### config.mk
export PLATFORM = sky130hd
export DESIGN_NAME = epi_external_pin_interrupt_unit
export DESIGN_NICKNAME = d
export VERILOG_FILES = /design/src/epi_pkg.sv /design/src/epi_external_pin_interrupt_unit.sv
export SDC_FILE = /design/constraint.sdc
export NUM_CORES = 1
export LEC_CHECK = 0
export CAP_MARGIN = 30
export CORE_ASPECT_RATIO = 2
export CORE_MARGIN = 2
export CORE_UTILIZATION = 57
export DETAILED_ROUTE_END_ITERATION = 6
export DONT_BUFFER_PORTS = 1
export GPL_TIMING_DRIVEN = 0
export PLACE_DENSITY_LB_ADDON = 0.15
export REMOVE_ABC_BUFFERS = 1
export SLEW_MARGIN = 20
export SYNTH_ARGS = -nofsm -noshare
export SYNTH_HDL_FRONTEND = slang
export SYNTH_SLANG_ARGS = --single-unit
### constraint.sdc
create_clock -name clock -period 1.6 [get_ports clock]
set_input_delay 0 -clock clock [delete_from_list [all_inputs] [get_ports clock]]
set_output_delay 0 -clock clock [all_outputs]
set_load 0.02 [all_outputs]
### src/epi_pkg.sv
package epi_pkg;
   // register word indices (printed offsets are not all multiples of four: index times four)
   localparam logic [7:0] IDX_ENABLE_MASK   = 8'h1d;
   localparam logic [7:0] IDX_SENSE_CONTROL = 8'h20;
   localparam logic [7:0] IDX_FLAGS         = 8'h1c;
   localparam logic [7:0] IDX_GROUP_ENABLE  = 8'h68;
   localparam logic [7:0] IDX_GROUP_FLAGS   = 8'h1b;
   localparam logic [7:0] IDX_MASK_BANK0    = 8'h6b;
   localparam logic [7:0] IDX_MASK_BANK1    = 8'h6c;
   localparam logic [7:0] IDX_MASK_BANK2    = 8'h6d;
   localparam logic [7:0] IDX_GLOBAL_ENABLE = 8'h3f;
   localparam logic [7:0] IDX_PIN_LEVELS    = 8'h21;
   localparam int         ADDR_W            = 10;
   localparam int         SENSE_PIN0_LSB    = 0;
   localparam int         SENSE_PIN1_LSB    = 2;
   localparam logic [7:0] RESET_VALUE       = 8'h00;
   localparam logic [7:0] BANK1_VALID_MASK  = 8'h7f;
   localparam logic [1:0] AXI_OKAY          = 2'b00;
   localparam logic [1:0] AXI_SLVERR        = 2'b10;

   // sense field encodings
   typedef enum logic [1:0] {
      EPI_SENSE_LOW  = 2'b00,
      EPI_SENSE_ANY  = 2'b01,
      EPI_SENSE_FALL = 2'b10,
      EPI_SENSE_RISE = 2'b11
   } epi_sense_t;

   // request / acknowledge vector toward the core: 0,1 pins, 2..4 banks 0..2
   typedef struct packed {
      logic       bank2;
      logic       bank1;
      logic       bank0;
      logic       pin1;
      logic       pin0;
   } epi_vec_t;

   typedef enum logic [1:0] {EPI_WR_IDLE, EPI_WR_RESP} epi_wr_state_t;

   typedef struct packed {
      logic [ADDR_W-1:0] awaddr;
      logic              awvalid;
      logic [31:0]       wdata;
      logic [3:0]        wstrb;
      logic              wvalid;
      logic              bready;
      logic [ADDR_W-1:0] araddr;
      logic              arvalid;
      logic              rready;
   } epi_axi_req_t;

   typedef struct packed {
      logic              awready;
      logic              wready;
      logic [1:0]        bresp;
      logic              bvalid;
      logic              arready;
      logic [31:0]       rdata;
      logic [1:0]        rresp;
      logic              rvalid;
   } epi_axi_rsp_t;

   typedef struct packed {
      logic [7:0]        enable_mask;
      logic [3:0]        sense;
      logic [2:0]        group_enable;
      logic [7:0]        mask_bank0;
      logic [7:0]        mask_bank1;
      logic [7:0]        mask_bank2;
      logic              global_enable;
      logic [1:0]        pin_flag;
      logic [2:0]        group_flag;
      logic [1:0]        pin_s1;
      logic [1:0]        pin_s2;
      logic [1:0]        pin_prev;
      logic [23:0]       pc_s1;
      logic [23:0]       pc_s2;
      logic [23:0]       pc_prev;
      logic              aw_held;
      logic [ADDR_W-1:0] aw_addr;
      logic              w_held;
      logic [31:0]       w_data;
      logic [3:0]        w_strb;
      logic              bvalid;
      logic [1:0]        bresp;
      logic              rvalid;
      logic [31:0]       rdata;
      logic [1:0]        rresp;
      epi_vec_t          req;
   } epi_state_t;
endpackage

### src/epi_external_pin_interrupt_unit.sv
// Function
// - requests follow pin level even when the pin is driven as output
// - bank 2 is pins 23..16, bank 1 pins 14..8, bank 0 pins 7..0
// - a pin-change input counts only when its mask bit is set
// - pin-change events detected without the I/O clock, waking any sleep
// - enabled low-level pin keeps requesting while the pin stays low
// - edge sensing on dedicated pins needs the running I/O clock
// - low level on dedicated pins detected without clock for wake-up
// - low-level wake needs level held through start-up, else no interrupt
// - dedicated-pin request passes only with global and own enable set
// - dedicated pin is sampled first; edges compare sampled values
// - edge modes catch pulses wider than one clock period
// - sense 00 low, 01 any change, 10 falling, 11 rising
// - sense register: pin 1 in bits 3:2, pin 0 in bits 1:0
// - enable register: pin 1 bit 1, pin 0 bit 0, bits 7:2 read zero
// - sense register bits 7:4 read zero
// - pin-1 request goes to the core on its own vector
// - pin flag set on selected edge, cleared by handler or write-one, clear in level
// - bank flag set on any change, cleared by handler or write-one
// - bank request passes only with group enable and global enable
`timescale 1ns/1ps
`default_nettype none
module epi_external_pin_interrupt_unit (
   input  wire logic                 clock,
   input  wire logic                 srst,
   input  wire epi_pkg::epi_axi_req_t axi_req,
   output epi_pkg::epi_axi_rsp_t     axi_rsp,
   input  wire logic                 ext_request_pin0,
   input  wire logic                 ext_request_pin1,
   input  wire logic [23:0]          pin_change_inputs,
   input  wire logic                 global_enable_in,
   input  wire logic                 global_enable_load,
   output var logic                  async_wake,
   output epi_pkg::epi_vec_t         core_request,
   input  wire epi_pkg::epi_vec_t    core_ack
);

   epi_pkg::epi_state_t q;
   epi_pkg::epi_state_t d;

   logic [1:0]  pin_hit;
   logic [2:0]  bank_hit;
   logic [1:0]  level_req;
   logic [23:0] pc_change;
   logic [1:0]  pin_clr;
   logic [2:0]  group_clr;
   logic        wr_fire;
   logic        ar_fire;
   logic [7:0]  wr_idx;
   logic [7:0]  rd_idx;
   logic [7:0]  wbyte;
   logic [7:0]  rbyte;
   logic        rd_ok;
   logic        wr_ok;

   // clockless wake: low level on an enabled pin in low-level sense, or any masked pin differing from last seen
   always_comb begin
      async_wake = 1'b0;
      if (q.enable_mask[0] && q.sense[1:0] == 2'b00 && !ext_request_pin0) begin
         async_wake = 1'b1;
      end
      if (q.enable_mask[1] && q.sense[3:2] == 2'b00 && !ext_request_pin1) begin
         async_wake = 1'b1;
      end
      if (|((pin_change_inputs ^ q.pc_prev) & {q.mask_bank2, q.mask_bank1, q.mask_bank0})) begin
         async_wake = 1'b1;
      end
   end

   // edge and level decode per dedicated pin on synchronised samples
   always_comb begin
      for (int i = 0; i < 2; i++) begin
         logic [1:0] s;
         logic       cur;
         logic       prv;
         s   = q.sense[2*i +: 2];
         cur = q.pin_s2[i];
         prv = q.pin_prev[i];
         level_req[i] = 1'b0;
         pin_hit[i]   = 1'b0;
         case (epi_pkg::epi_sense_t'(s))
            epi_pkg::EPI_SENSE_LOW:  level_req[i] = !cur;
            epi_pkg::EPI_SENSE_ANY:  pin_hit[i] = cur ^ prv;
            epi_pkg::EPI_SENSE_FALL: pin_hit[i] = prv & !cur;
            epi_pkg::EPI_SENSE_RISE: pin_hit[i] = !prv & cur;
            default:                 pin_hit[i] = 1'b0;
         endcase
      end
   end

   // masked change detect, one lane per pin-change input
   genvar g;
   generate
      for (g = 0; g < 24; g++) begin : g_pc
         logic mbit;
         if (g < 8) begin : g_b0
            assign mbit = q.mask_bank0[g];
         end else if (g < 16) begin : g_b1
            assign mbit = q.mask_bank1[g-8] & epi_pkg::BANK1_VALID_MASK[g-8];
         end else begin : g_b2
            assign mbit = q.mask_bank2[g-16];
         end
         assign pc_change[g] = (q.pc_s2[g] ^ q.pc_prev[g]) & mbit;
      end
   endgenerate

   assign bank_hit = {|pc_change[23:16], |pc_change[14:8], |pc_change[7:0]};

   // bus handshakes
   assign wr_fire = q.aw_held && q.w_held && !q.bvalid;
   assign ar_fire = axi_req.arvalid && !q.rvalid;
   assign wr_idx  = q.aw_addr[9:2];
   assign rd_idx  = axi_req.araddr[9:2];
   assign wbyte   = q.w_strb[0] ? q.w_data[7:0] : 8'h00;

   // register write decode
   always_comb begin
      wr_ok     = 1'b1;
      pin_clr   = 2'b00;
      group_clr = 3'b000;
      if (wr_fire) begin
         case (wr_idx)
            epi_pkg::IDX_FLAGS:        pin_clr   = wbyte[1:0];
            epi_pkg::IDX_GROUP_FLAGS:  group_clr = wbyte[2:0];
            epi_pkg::IDX_ENABLE_MASK,
            epi_pkg::IDX_SENSE_CONTROL,
            epi_pkg::IDX_GROUP_ENABLE,
            epi_pkg::IDX_MASK_BANK0,
            epi_pkg::IDX_MASK_BANK1,
            epi_pkg::IDX_MASK_BANK2,
            epi_pkg::IDX_GLOBAL_ENABLE,
            epi_pkg::IDX_PIN_LEVELS:   wr_ok = 1'b1;
            default:                   wr_ok = 1'b0;
         endcase
      end
      pin_clr   = pin_clr | {core_ack.pin1, core_ack.pin0};
      group_clr = group_clr | {core_ack.bank2, core_ack.bank1, core_ack.bank0};
   end

   // register read decode
   always_comb begin
      rd_ok = 1'b1;
      case (rd_idx)
         epi_pkg::IDX_ENABLE_MASK:   rbyte = {6'h00, q.enable_mask[1:0]};
         epi_pkg::IDX_SENSE_CONTROL: rbyte = {4'h0, q.sense};
         epi_pkg::IDX_FLAGS:         rbyte = {6'h00, q.pin_flag};
         epi_pkg::IDX_GROUP_ENABLE:  rbyte = {5'h00, q.group_enable};
         epi_pkg::IDX_GROUP_FLAGS:   rbyte = {5'h00, q.group_flag};
         epi_pkg::IDX_MASK_BANK0:    rbyte = q.mask_bank0;
         epi_pkg::IDX_MASK_BANK1:    rbyte = q.mask_bank1 & epi_pkg::BANK1_VALID_MASK;
         epi_pkg::IDX_MASK_BANK2:    rbyte = q.mask_bank2;
         epi_pkg::IDX_GLOBAL_ENABLE: rbyte = {7'h00, q.global_enable};
         epi_pkg::IDX_PIN_LEVELS:    rbyte = {6'h00, q.pin_s2};
         default: begin
            rbyte = 8'h00;
            rd_ok = 1'b0;
         end
      endcase
   end

   // next state
   always_comb begin
      d = q;
      // two-flop synchronisers; prev holds the last sampled value
      d.pin_s1   = {ext_request_pin1, ext_request_pin0};
      d.pin_s2   = q.pin_s1;
      d.pin_prev = q.pin_s2;
      d.pc_s1    = pin_change_inputs;
      d.pc_s2    = q.pc_s1;
      d.pc_prev  = q.pc_s2;

      // flags: a set in the same cycle as a clear wins
      for (int i = 0; i < 2; i++) begin
         if (q.sense[2*i +: 2] == 2'b00) begin
            d.pin_flag[i] = 1'b0;
         end else if (pin_hit[i]) begin
            d.pin_flag[i] = 1'b1;
         end else if (pin_clr[i]) begin
            d.pin_flag[i] = 1'b0;
         end
      end
      for (int b = 0; b < 3; b++) begin
         if (bank_hit[b]) begin
            d.group_flag[b] = 1'b1;
         end else if (group_clr[b]) begin
            d.group_flag[b] = 1'b0;
         end
      end

      if (global_enable_load) begin
         d.global_enable = global_enable_in;
      end

      // write channel capture, either order
      if (axi_req.awvalid && !q.aw_held) begin
         d.aw_held = 1'b1;
         d.aw_addr = axi_req.awaddr;
      end
      if (axi_req.wvalid && !q.w_held) begin
         d.w_held = 1'b1;
         d.w_data = axi_req.wdata;
         d.w_strb = axi_req.wstrb;
      end
      if (wr_fire) begin
         d.aw_held = 1'b0;
         d.w_held  = 1'b0;
         d.bvalid  = 1'b1;
         d.bresp   = wr_ok ? epi_pkg::AXI_OKAY : epi_pkg::AXI_SLVERR;
         if (q.w_strb[0]) begin
            case (wr_idx)
               epi_pkg::IDX_ENABLE_MASK:   d.enable_mask = {6'h00, wbyte[1:0]};
               epi_pkg::IDX_SENSE_CONTROL: d.sense = wbyte[3:0];
               epi_pkg::IDX_GROUP_ENABLE:  d.group_enable = wbyte[2:0];
               epi_pkg::IDX_MASK_BANK0:    d.mask_bank0 = wbyte;
               epi_pkg::IDX_MASK_BANK1:    d.mask_bank1 = wbyte & epi_pkg::BANK1_VALID_MASK;
               epi_pkg::IDX_MASK_BANK2:    d.mask_bank2 = wbyte;
               epi_pkg::IDX_GLOBAL_ENABLE: d.global_enable = wbyte[0];
               default:                    d.bresp = d.bresp;
            endcase
         end
      end else if (q.bvalid && axi_req.bready) begin
         d.bvalid = 1'b0;
      end

      // read channel: one-cycle answer
      if (ar_fire) begin
         d.rvalid = 1'b1;
         d.rdata  = {24'h000000, rbyte};
         d.rresp  = rd_ok ? epi_pkg::AXI_OKAY : epi_pkg::AXI_SLVERR;
      end else if (q.rvalid && axi_req.rready) begin
         d.rvalid = 1'b0;
      end

      // requests toward the core, held until acknowledged via flag or level
      d.req.pin0  = q.global_enable & q.enable_mask[0]
                    & (d.pin_flag[0] | level_req[0]);
      d.req.pin1  = q.global_enable & q.enable_mask[1]
                    & (d.pin_flag[1] | level_req[1]);
      d.req.bank0 = q.global_enable & q.group_enable[0] & d.group_flag[0];
      d.req.bank1 = q.global_enable & q.group_enable[1] & d.group_flag[1];
      d.req.bank2 = q.global_enable & q.group_enable[2] & d.group_flag[2];
   end

   // state register; everything resets to zero
   always_ff @(posedge clock) begin
      if (srst) begin
         q <= '0;
      end else begin
         q <= d;
      end
   end

   // bus outputs; ready only while a slot is free
   always_comb begin
      axi_rsp.awready = !q.aw_held;
      axi_rsp.wready  = !q.w_held;
      axi_rsp.bvalid  = q.bvalid;
      axi_rsp.bresp   = q.bresp;
      axi_rsp.arready = !q.rvalid;
      axi_rsp.rvalid  = q.rvalid;
      axi_rsp.rdata   = q.rdata;
      axi_rsp.rresp   = q.rresp;
   end

   assign core_request = q.req;

endmodule
`default_nettype wire

Yosys cells after proc, flatten, opt, wreduce, memory -nomap -nowiden
Index checks and enable logic that the tools add are counted.
{"block": "totals", "wordCells": 200, "output_inout_bits": 47, "inputBits": 96, "ff_bits": 156}
{"block": "op_classes", "muxes": 38, "reduce_logical": 38, "n_eq_ne": 26, "bitwise_logic": 68}
{"op": "$pmux W8 S10", "count": 1}
{"op": "$eq A8 B7 Y1 const B", "count": 8}
{"op": "$eq A8 B5 Y1 const B", "count": 6}
{"op": "$eq A8 B6 Y1 const B", "count": 6}
{"op": "$and A1 B1 Y1", "count": 37}
{"op": "$mux W1", "count": 28}
{"op": "$xor A1 B1 Y1", "count": 25}
{"op": "$and A24 B24 Y24", "count": 1}
{"op": "$reduce_or A24 Y1", "count": 1}
{"op": "$xor A24 B24 Y24", "count": 1}
{"op": "$reduce_or A10 Y1", "count": 2}
{"op": "$reduce_and A3 Y1", "count": 6}
{"op": "$reduce_or A8 Y1", "count": 2}
{"op": "$logic_and A1 B1 Y1", "count": 11}
{"op": "$logic_not A1 Y1", "count": 10}
{"op": "$eq A2 B2 Y1 const B", "count": 4}
{"op": "$mux W2", "count": 4}
{"op": "$mux W8", "count": 1}
{"op": "$reduce_or A7 Y1", "count": 1}
{"op": "$mux W3", "count": 2}
{"op": "$pmux W1 S3", "count": 2}
{"op": "$eq A2 B1 Y1 const B", "count": 2}
{"op": "$logic_not A2 Y1", "count": 2}
{"op": "$reduce_bool A2 Y1", "count": 2}
{"op": "other kinds (4)", "count": 5}

Depth between registers and ports, before layout
Gate-level depths: netlist of the first run.
{"block": "logic_depth", "depth_word": 9, "mapped_depth": 8, "mapped_depth_nobuf": 7}

Worst setup path after synthesis of the first run
OpenSTA, ideal clock, no wires.
{"block": "synth_path", "path_type": "reg2reg", "start": "register q[89] (netlist name)", "end": "register q, in the netlist core_request[4]", "n_path_buf": 0, "period_less_slack_ns": 1.525, "setup_time_ns": 0.120, "required_ns": 1.480, "path_slack_ns": 0.075, "arrival_time_ns": 1.405, "stages_incl_launch_ff": 6, "path_cell_list": "dfxtp_1 > or4b_1 > nor3_2 > nand4_1 > a31oi_1 > nor2_1"}
{"block": "synth_via", "elab_chain_cells": 7}
{"item": "start, declared", "line": "epi_external_pin_interrupt_unit.sv:38", "rtl": "epi_pkg::epi_state_t q;"}
{"item": "start signal, assigned", "line": "epi_external_pin_interrupt_unit.sv:247", "rtl": "q <= '0;"}
{"item": "start signal, assigned", "line": "epi_external_pin_interrupt_unit.sv:249", "rtl": "q <= d;"}
{"item": "$eq A8 B5 Y1", "line": "epi_external_pin_interrupt_unit.sv:122", "rtl": "case (wr_idx)"}
{"item": "$mux W3", "line": "epi_external_pin_interrupt_unit.sv:122"}
{"item": "$mux W3", "line": "epi_external_pin_interrupt_unit.sv:121", "rtl": "if (wr_fire) begin"}
{"item": "$or A3 B3 Y3", "line": "epi_external_pin_interrupt_unit.sv:137", "rtl": "group_clr = group_clr | {core_ack.bank2, core_ack.bank1, core_ack.bank0};"}
{"item": "$mux W1", "line": "epi_external_pin_interrupt_unit.sv:185", "rtl": "end else if (group_clr[b]) begin"}
{"item": "$mux W1", "line": "epi_external_pin_interrupt_unit.sv:183", "rtl": "if (bank_hit[b]) begin"}
{"item": "$and A1 B1 Y1", "line": "epi_external_pin_interrupt_unit.sv:241", "rtl": "d.req.bank2 = q.global_enable & q.group_enable[2] & d.group_flag[2];"}
No other way between the ends.
A chain may end at the register's enable or synchronous reset.

Worst setup path in the final report of the first run
{"block": "layout_path", "start": "register q[204] (netlist name)", "end": "output port async_wake"}
{"block": "layout_via", "elab_chain_cells": 5}
{"item": "$logic_not A2 Y1", "line": "epi_external_pin_interrupt_unit.sv:62", "rtl": "if (q.enable_mask[1] && q.sense[3:2] == 2'b00 && !ext_request_pin1) begin"}
{"item": "$logic_and A1 B1 Y1 (2 in a row)", "line": "epi_external_pin_interrupt_unit.sv:62"}
{"item": "$mux W1", "line": "epi_external_pin_interrupt_unit.sv:62"}
{"item": "$mux W1", "line": "epi_external_pin_interrupt_unit.sv:65", "rtl": "if (|((pin_change_inputs ^ q.pc_prev) & {q.mask_bank2, q.mask_bank1, q.mask_bank0})) begin"}
{"item": "end, declared", "line": "epi_external_pin_interrupt_unit.sv:33", "rtl": "output var logic async_wake,"}
No other way between the ends.

==> results of run 1 <==
[cell families (layout without fill, tap and decap cells)]
group                    Yosys count  count (layout)  synth area share
buffers and inverters             90             171           0.08393
multiplexers                      24              24           0.03741
AND/OR/NAND/NOR                  287             288            0.2376
adder cells (fa/ha/maj)            4               4          0.007754
AO/OA/AOI/OAI                    107             107            0.1082
flip-flops                       149             149            0.4621
XOR/XNOR                          46              46           0.06242
other                              1              26         0.0005810
[final cells by class]
cell class | count | area [µm²] | area share
Tap cell | 142 | 177.7 | 0.02146
Inverter | 12 | 45.04 | 0.005440
Multi-Input combinational cell | 495 | 3209 | 0.3876
Timing Repair Buffer | 127 | 1257 | 0.1519
Clock inverter | 14 | 140.1 | 0.01692
Clock buffer | 18 | 439.2 | 0.05304
Sequential cell | 149 | 3012 | 0.3637
[power by group]
part / total (mW) / internal [mW] / switching [mW]
Combinational: 0.653 / 0.344 / 0.309
Clock: 3.88 / 2.22 / 1.65
Sequential: 3.97 / 3.84 / 0.129
[state kept, by name (all words and copies together) (netlist names)]
name	cells
core_request	5
axi_rsp	12
q	59
d	50
g_pc.mbit	23
[per-stage QoR]
step	total power, mW	util	instances	cell area [µm²]	setup WS (ps)
floorplan	4.325	-	655	6052	-37.35
global placement	4.393	0.5588	797	6230	-313.1
detailed placement	4.403	0.5588	797	6230	-315.4
CTS	8.514	0.7220	947	8049	-282.9
global route	8.795	0.7428	957	8280	-228.6
finish	8.499	0.7428	957	8280	-243.8
[worst register-to-register path, stage by stage (launching register included)]
cell,delay [ps]
sky130_fd_sc_hd__dfxtp_2,330
sky130_fd_sc_hd__or4b_4,570
sky130_fd_sc_hd__nor3_4,210
sky130_fd_sc_hd__nand4_1,190
sky130_fd_sc_hd__a31oi_1,220
sky130_fd_sc_hd__nor2_1,70
[how the worst max path moves through the flow]
| stage | startpoint | endpoint | slack [ps] | depth (start not counted) |
|---|---|---|---|---|
| after detailed placement | axi_rsp[36] | g_pc[21].mbit | -320 | 5 |
| final | q[204] | async_wake | -240 | 3 |
| after global placement | axi_rsp[36] | g_pc[21].mbit | -310 | 5 |
| after floorplan | axi_rsp[0] | axi_rsp[2] | -40 | 4 |
| after CTS | q[109] | async_wake | -280 | 3 |
| after global routing | q[109] | async_wake | -230 | 3 |
[per-layer routing]
metal	up-vias	part of all wire	GRT usage
li1	2542	-	-
met5	-	0	0
met1	2466	0.41	0.3325
met4	0	0.023	0.1092
met3	30	0.052	0.05718
met2	176	0.52	0.4447
[repair_timing]
item,CTS,global route
buffers inserted,6,9
hold endpoints to repair,149,6
cloned,0,1
endpoints found under the setup margin,43,43
resized for setup,25,39
hold buffers,112,4
pin swaps,14,14
[cell usage in the layout, fill, tap and decap left out, types with 3 or more instances in the layout]
cell and count:
sky130_fd_sc_hd__xor2_1 46, sky130_fd_sc_hd__buf_4 14, sky130_fd_sc_hd__dlygate4sd3_1 110, sky130_fd_sc_hd__a22o_1 4, sky130_fd_sc_hd__ha_1 4, sky130_fd_sc_hd__nand2_1 77
sky130_fd_sc_hd__nand4b_1 4, sky130_fd_sc_hd__a21oi_2 9, sky130_fd_sc_hd__nor3_1 7, sky130_fd_sc_hd__clkbuf_16 17, sky130_fd_sc_hd__inv_6 4, sky130_fd_sc_hd__dfxtp_4 4
sky130_fd_sc_hd__inv_1 12, sky130_fd_sc_hd__inv_8 3, sky130_fd_sc_hd__a311oi_1 5, sky130_fd_sc_hd__dfxtp_1 134, sky130_fd_sc_hd__dfxtp_2 11, sky130_fd_sc_hd__nand3_1 12
sky130_fd_sc_hd__a211oi_1 3, sky130_fd_sc_hd__nor2b_1 77, sky130_fd_sc_hd__a221oi_1 3, sky130_fd_sc_hd__nand4_1 13, sky130_fd_sc_hd__a21oi_1 37, sky130_fd_sc_hd__conb_1 26
sky130_fd_sc_hd__clkinvlp_4 3, sky130_fd_sc_hd__nand2b_1 7, sky130_fd_sc_hd__o21ai_0 5, sky130_fd_sc_hd__nand3_2 5, sky130_fd_sc_hd__mux2i_1 23, sky130_fd_sc_hd__and2_1 6
sky130_fd_sc_hd__nor3_2 3, sky130_fd_sc_hd__nor4b_2 3, sky130_fd_sc_hd__a22oi_1 22, sky130_fd_sc_hd__nor2_1 43
==> flow_summary.rst, run 1 <==
.. list-table::
   :header-rows: 1

   * - Metric
     - Value
   * - Max Buffers Root-to-Sink
     - 2
   * - Signed area change from the synthesized netlist to the final layout
     - 28.28%
   * - Filler cells
     - 807
   * - Setup clock skew after layout
     - 10.81 ps
   * - Placed wire-length estimate
     - 9674 µm
   * - Syn_area_per_cell
     - 9.117 µm²
   * - Max-cap violations
     - 0
   * - Violations in the final reports
     - hold timing, setup timing
   * - Kind of cell with the highest combined delay on the critical path
     - compound AO/OA/AOI/OAI gates
   * - Sequential area share after synthesis
     - 0.4621
   * - H-Tree Level Count
     - 4
   * - Total of warnings raised by yosys
     - 0
   * - Total Routed Length
     - 16220 µm
   * - Startpoint of the worst-slack reg-to-reg timing path
     - q[87]
   * - Leakage power
     - 3.479 nW
   * - Global-route wire length before repair
     - 25340 µm
   * - Maximum vdd drop
     - 0.9521 mV
   * - Flop and latch count out of synthesis
     - 149
   * - Worst Reg2Reg Path Length in Cells
     - 5
   * - Smallest hold slack
     - -26.20 ps
   * - Number of global-route vias before repair
     - 5004
   * - Classification of the worst setup path
     - reg -> out
   * - Clock edge transition at the registers on the reported setup and hold paths
     - 60 ps
   * - DR iter-0 viols
     - 260
   * - Routed wire length per instance
     - 16.94 µm
   * - Routability congestion estimate from global placement
     - 0.8633
   * - Hold Path Class
     - in -> reg
   * - Syn Inst Count
     - 708
   * - Clock insertion delay at the later pin of the skew report
     - 430 ps
   * - Slowest stage delay, CP
     - 540 ps
   * - Pin count of the biggest net entering global routing
     - 83
   * - WP data arrival
     - 1840 ps
   * - Max-slew violation count
     - 0
   * - Worst Hold Depth
     - 4
   * - RSZ-0062 raised after global routing
     - true
   * - GRT Residual Overflow
     - 0
   * - Die area
     - 12240 µm²
   * - CTS Buf Count
     - 17
   * - Worst hold path startpoint
     - axi_req[4]
   * - Most numerous cell in the Yosys netlist
     - sky130_fd_sc_hd__dfxtp_1
   * - Required time at the endpoint of the critical path
     - 1600 ps
   * - Run status
     - complete, but fails checks
   * - Area of the core
     - 11150 µm²
   * - Post-synth ARST share
     - 0
   * - Total routing resource utilization after global routing
     - 0.2672
   * - Top cell types by occurrence after synthesis
     - 149 x sky130_fd_sc_hd__dfxtp_1, 79 x sky130_fd_sc_hd__nor2b_1, 77 x sky130_fd_sc_hd__nand2_1
   * - Die width
     - 79.25 µm
   * - Mapped cell area
     - 6455 µm²
   * - R2R Setup Slk
     - -100 ps
   * - Number of buffer and inverter stages on the critical path
     - 0
   * - Number of nets with antenna violations after routing
     - 0
   * - Fin crit period
     - 1844 ps
   * - Diodes inserted
     - 0
   * - Power per Cell Area
     - 1026 nW/µm²
   * - Remaining DRCs
     - 0
   * - Final setup margin
     - -243.8 ps
   * - Final setup TNS
     - -693.2 ps
   * - End of the worst hold path
     - axi_rsp[2]
   * - Fraction of layout cells with a size suffix above 1
     - 0.1264
   * - Via count
     - 5214
   * - Worst path cell trace
     - nor2_1 -> a222oi_1 -> nand4_1
   * - Clock root buffer
     - sky130_fd_sc_hd__clkbuf_16
   * - Number of buffers added on ports
     - 0
   * - CTS sink cnt
     - 149
   * - Max-slew headroom
     - 0.6176
   * - Synth cell types
     - 57
   * - Terminus of the critical flop-to-flop path
     - core_request[4]
   * - Slowest stage cell on the critical path
     - sky130_fd_sc_hd__a222oi_1
   * - Row count
     - 55
   * - Highest net fanout along the worst path
     - 6
   * - Worst slew pin tran
     - 573.7 ps
   * - Count of final hold-check violations
     - 1
   * - Vertical die dimension
     - 154.5 µm
   * - Average via count per standard cell
     - 5.448
   * - Post-synth EDFFs
     - 0
   * - Nature of the critical path endpoint
     - primary output
   * - Number of top-level design ports
     - 143
   * - First-pass iteration count of the detailed router
     - 5
   * - Cells taking the most area after synthesis
     - sky130_fd_sc_hd__dfxtp_1 46%, sky130_fd_sc_hd__nor2b_1 7.7%, sky130_fd_sc_hd__xor2_1 6.2%, sky130_fd_sc_hd__buf_4 5.7%, sky130_fd_sc_hd__nand2_1 4.5%
   * - Startpoint class of the critical path
     - flip-flop
   * - Area share of the leading cell type in the synthesized netlist
     - 0.4621
   * - Initial cell density of the core
     - 0.5790
   * - Total setup violations reported at the end of the flow
     - 10
   * - Ratio of final minimum period to clock period
     - 1.152
   * - FMAX
     - 542.4 MHz
   * - Count of nets after finishing
     - 902
   * - Number of antenna violations at the first check in global routing
     - 0
   * - TritonCTS clock tree
     - done
   * - Cell taking the most area after synthesis
     - sky130_fd_sc_hd__dfxtp_1
   * - Most used DFF post-synth
     - sky130_fd_sc_hd__dfxtp_1
No activity file was read; power rests on OpenSTA's default activity.
==> inputs of run 2 (changes only) <==
--- a/config.mk
+++ b/config.mk
@@ -11,10 +11,11 @@
 export CORE_UTILIZATION = 57
 export DETAILED_ROUTE_END_ITERATION = 6
 export DONT_BUFFER_PORTS = 1
-export GPL_TIMING_DRIVEN = 0
+export GPL_TIMING_DRIVEN = 1
 export PLACE_DENSITY_LB_ADDON = 0.15
 export REMOVE_ABC_BUFFERS = 1
 export SLEW_MARGIN = 20
 export SYNTH_ARGS = -nofsm -noshare
 export SYNTH_HDL_FRONTEND = slang
 export SYNTH_SLANG_ARGS = --single-unit
+export TNS_END_PERCENT = 1
==> run 2 against run 1 <==
The run still ends with hold timing, setup timing left. Register-to-register slack better by 90 ps. Utilization is 0.90 points higher. Design area is 1.2% higher. Combinational power is 6.0% higher. Flip-flop and latch count stayed put. Sequential share of layout area is 0.61 points lower. Wire length hardly changed. Power is 5.4% higher. Largest power group is now the clock network.
==> flow_summary.rst, run 2 (synthesis gave the netlist of run 1 again) <==
.. list-table::
   :header-rows: 1

   * - Metric
     - Value
   * - Placed wire-length estimate
     - 10230 µm
   * - Count of nets after finishing
     - 920
   * - Row count
     - 55
   * - Clock edge transition at the registers on the reported setup and hold paths
     - 60 ps
   * - Via count
     - 5225
   * - Initial cell density of the core
     - 0.5790
   * - Max Buffers Root-to-Sink
     - 2
   * - Nature of the critical path endpoint
     - primary output
   * - Run status
     - complete, but fails checks
   * - CTS Buf Count
     - 17
   * - Power per Cell Area
     - 1069 nW/µm²
   * - Number of nets with antenna violations after routing
     - 0
   * - Post-layout instance count excluding filler cells
     - 975
   * - RSZ-0062 raised after global routing
     - true
   * - R2R Setup Slk
     - -10 ps
   * - Number of global-route vias before repair
     - 5246
   * - Max-slew violation count
     - 0
   * - Area of the core
     - 11150 µm²
   * - GRT Residual Overflow
     - 0
   * - Pin count of the biggest net entering global routing
     - 83
   * - H-Tree Level Count
     - 4
   * - Flip-flop count of the largest register after layout
     - 59
   * - Startpoint class of the critical path
     - flip-flop
   * - Total routing resource utilization after global routing
     - 0.2747
   * - Hold Path Class
     - in -> reg
   * - Clock root buffer
     - sky130_fd_sc_hd__clkbuf_16
   * - Number of antenna violations at the first check in global routing
     - 0
   * - Fin crit period
     - 1664 ps
   * - Setup clock skew after layout
     - 9.344 ps
   * - Number of instances in the placed design
     - 828
   * - Most common cell after layout, fill and taps aside
     - sky130_fd_sc_hd__dfxtp_1
   * - Max-cap violations
     - 0
   * - Max-slew headroom
     - 0.6572
   * - Number of top-level design ports
     - 143
   * - Worst hold path startpoint
     - axi_req[13]
   * - Terminus of the critical flop-to-flop path
     - core_request[4]
   * - WP data arrival
     - 1660 ps
   * - First-pass iteration count of the detailed router
     - 5
   * - Violations in the final reports
     - hold timing, setup timing
   * - Required time at the endpoint of the critical path
     - 1600 ps
   * - Classification of the worst setup path
     - reg -> out
   * - Diodes inserted
     - 0
   * - TritonCTS clock tree
     - done
   * - Worst Hold Depth
     - 4
   * - Vertical die dimension
     - 154.5 µm
   * - Number of buffers added on ports
     - 0
   * - Routed wire length per instance
     - 16.65 µm
   * - Leakage power
     - 3.587 nW
   * - Filler cells
     - 841
   * - Fraction of layout cells with a size suffix above 1
     - 0.1176
   * - Routability congestion estimate from global placement
     - 0.8355
   * - Die area
     - 12240 µm²
   * - Ratio of final minimum period to clock period
     - 1.040
   * - Instance area at placement
     - 6462 µm²
   * - Startpoint of the worst-slack reg-to-reg timing path
     - q[88]
   * - Signed area change from the synthesized netlist to the final layout
     - 29.83%
   * - Average via count per standard cell
     - 5.359
   * - CTS sink cnt
     - 149
   * - Global-route wire length before repair
     - 26010 µm
   * - Total setup violations reported at the end of the flow
     - 3
   * - Die width
     - 79.25 µm
   * - Clock insertion delay at the later pin of the skew report
     - 430 ps
   * - DR iter-0 viols
     - 320
   * - Final setup TNS
     - -75.12 ps
   * - Count of final hold-check violations
     - 3
   * - Maximum vdd drop
     - 0.8444 mV
   * - Highest net fanout along the worst path
     - 2
   * - Remaining DRCs
     - 0
   * - Total power of the final layout
     - 8.959 mW
   * - FMAX
     - 600.8 MHz
   * - Most used cells in the layout excluding fill and tap cells
     - 138 x sky130_fd_sc_hd__dfxtp_1, 110 x sky130_fd_sc_hd__dlygate4sd3_1, 78 x sky130_fd_sc_hd__nor2b_1
   * - Final design area excluding fillers
     - 8381 µm²
   * - End of the worst hold path
     - q[52]
   * - Final setup margin
     - -64.40 ps
   * - Worst slew pin tran
     - 512.3 ps
   * - Total Routed Length
     - 16230 µm
   * - Largest register by flop count
     - q
   * - Smallest hold slack
     - -1.846 ps
   * - Worst Reg2Reg Path Length in Cells
     - 5
-- run 2: changes by cell type in the layout (fill, tap and decap cells not counted), sizes merged --
cell	change
buf	+18
bufinv	+3
inv	-2
and3	-1
clkbuf	-1
clkinv	+1
clkinvlp	-1
dlymetal6s4s	+1
-- run 2: worst max path at each step --
stage / depth (start not counted) / from / endpoint
floorplan: 4 / axi_rsp[0] / axi_rsp[2]
global placement: 5 / q[89] / core_request[4]
detailed placement: 5 / q[89] / core_request[4]
CTS: 6 / q[103] / async_wake
global route: 5 / q[104] / async_wake
finish: 5 / q[104] / async_wake
-- run 2: layout make-up --
class	instances	area [µm²]	area share
Inverter	12	45.04	0.005375
Multi-Input combinational cell	494	3099	0.3698
Clock inverter	15	220.2	0.02628
Sequential cell	149	2997	0.3576
Tap cell	142	177.7	0.02120
Timing Repair Buffer	146	1416	0.1690
Clock buffer	17	425.4	0.05076
-- run 2: per-layer routing --
layer  global-route usage  wire length [µm]  up-vias
li1                     -                 -     2569
met1               0.3132              6414     2470
met2               0.4867              8646      163
met3              0.06009               825       23
met4               0.1125               342        0
met5                    0                 0        -
-- run 2: where the power goes --
group,switching [mW],internal (mW)
Combinational,0.328,0.363
Clock,1.67,2.66
Sequential,0.105,3.84
Total,2.10,6.86
-- run 2: what timing repair did --
action                                  CTS  global route
pin swaps                                14             6
setup buffers                             1             1
gates resized for setup                  13            23
hold endpoints to repair                149             0
endpoints found under the setup margin   12            51
hold buffers                            113             0
-- run 2: worst max-delay path: stages (launching register included) --
cell and delay, ps:
sky130_fd_sc_hd__dfxtp_2 330, sky130_fd_sc_hd__xor2_1 140, sky130_fd_sc_hd__a22o_1 240, sky130_fd_sc_hd__a221oi_2 230, sky130_fd_sc_hd__nand4_1 150, sky130_fd_sc_hd__buf_6 150
-- run 2: stage by stage --
step,utilization,setup slack [ps]
final,0.7517,-64.40
after floorplan,-,-37.35
after global placement,0.5797,-16.35
after global routing,0.7517,-119.8
after detailed placement,0.5797,-84.44
after CTS,0.7444,-69.71
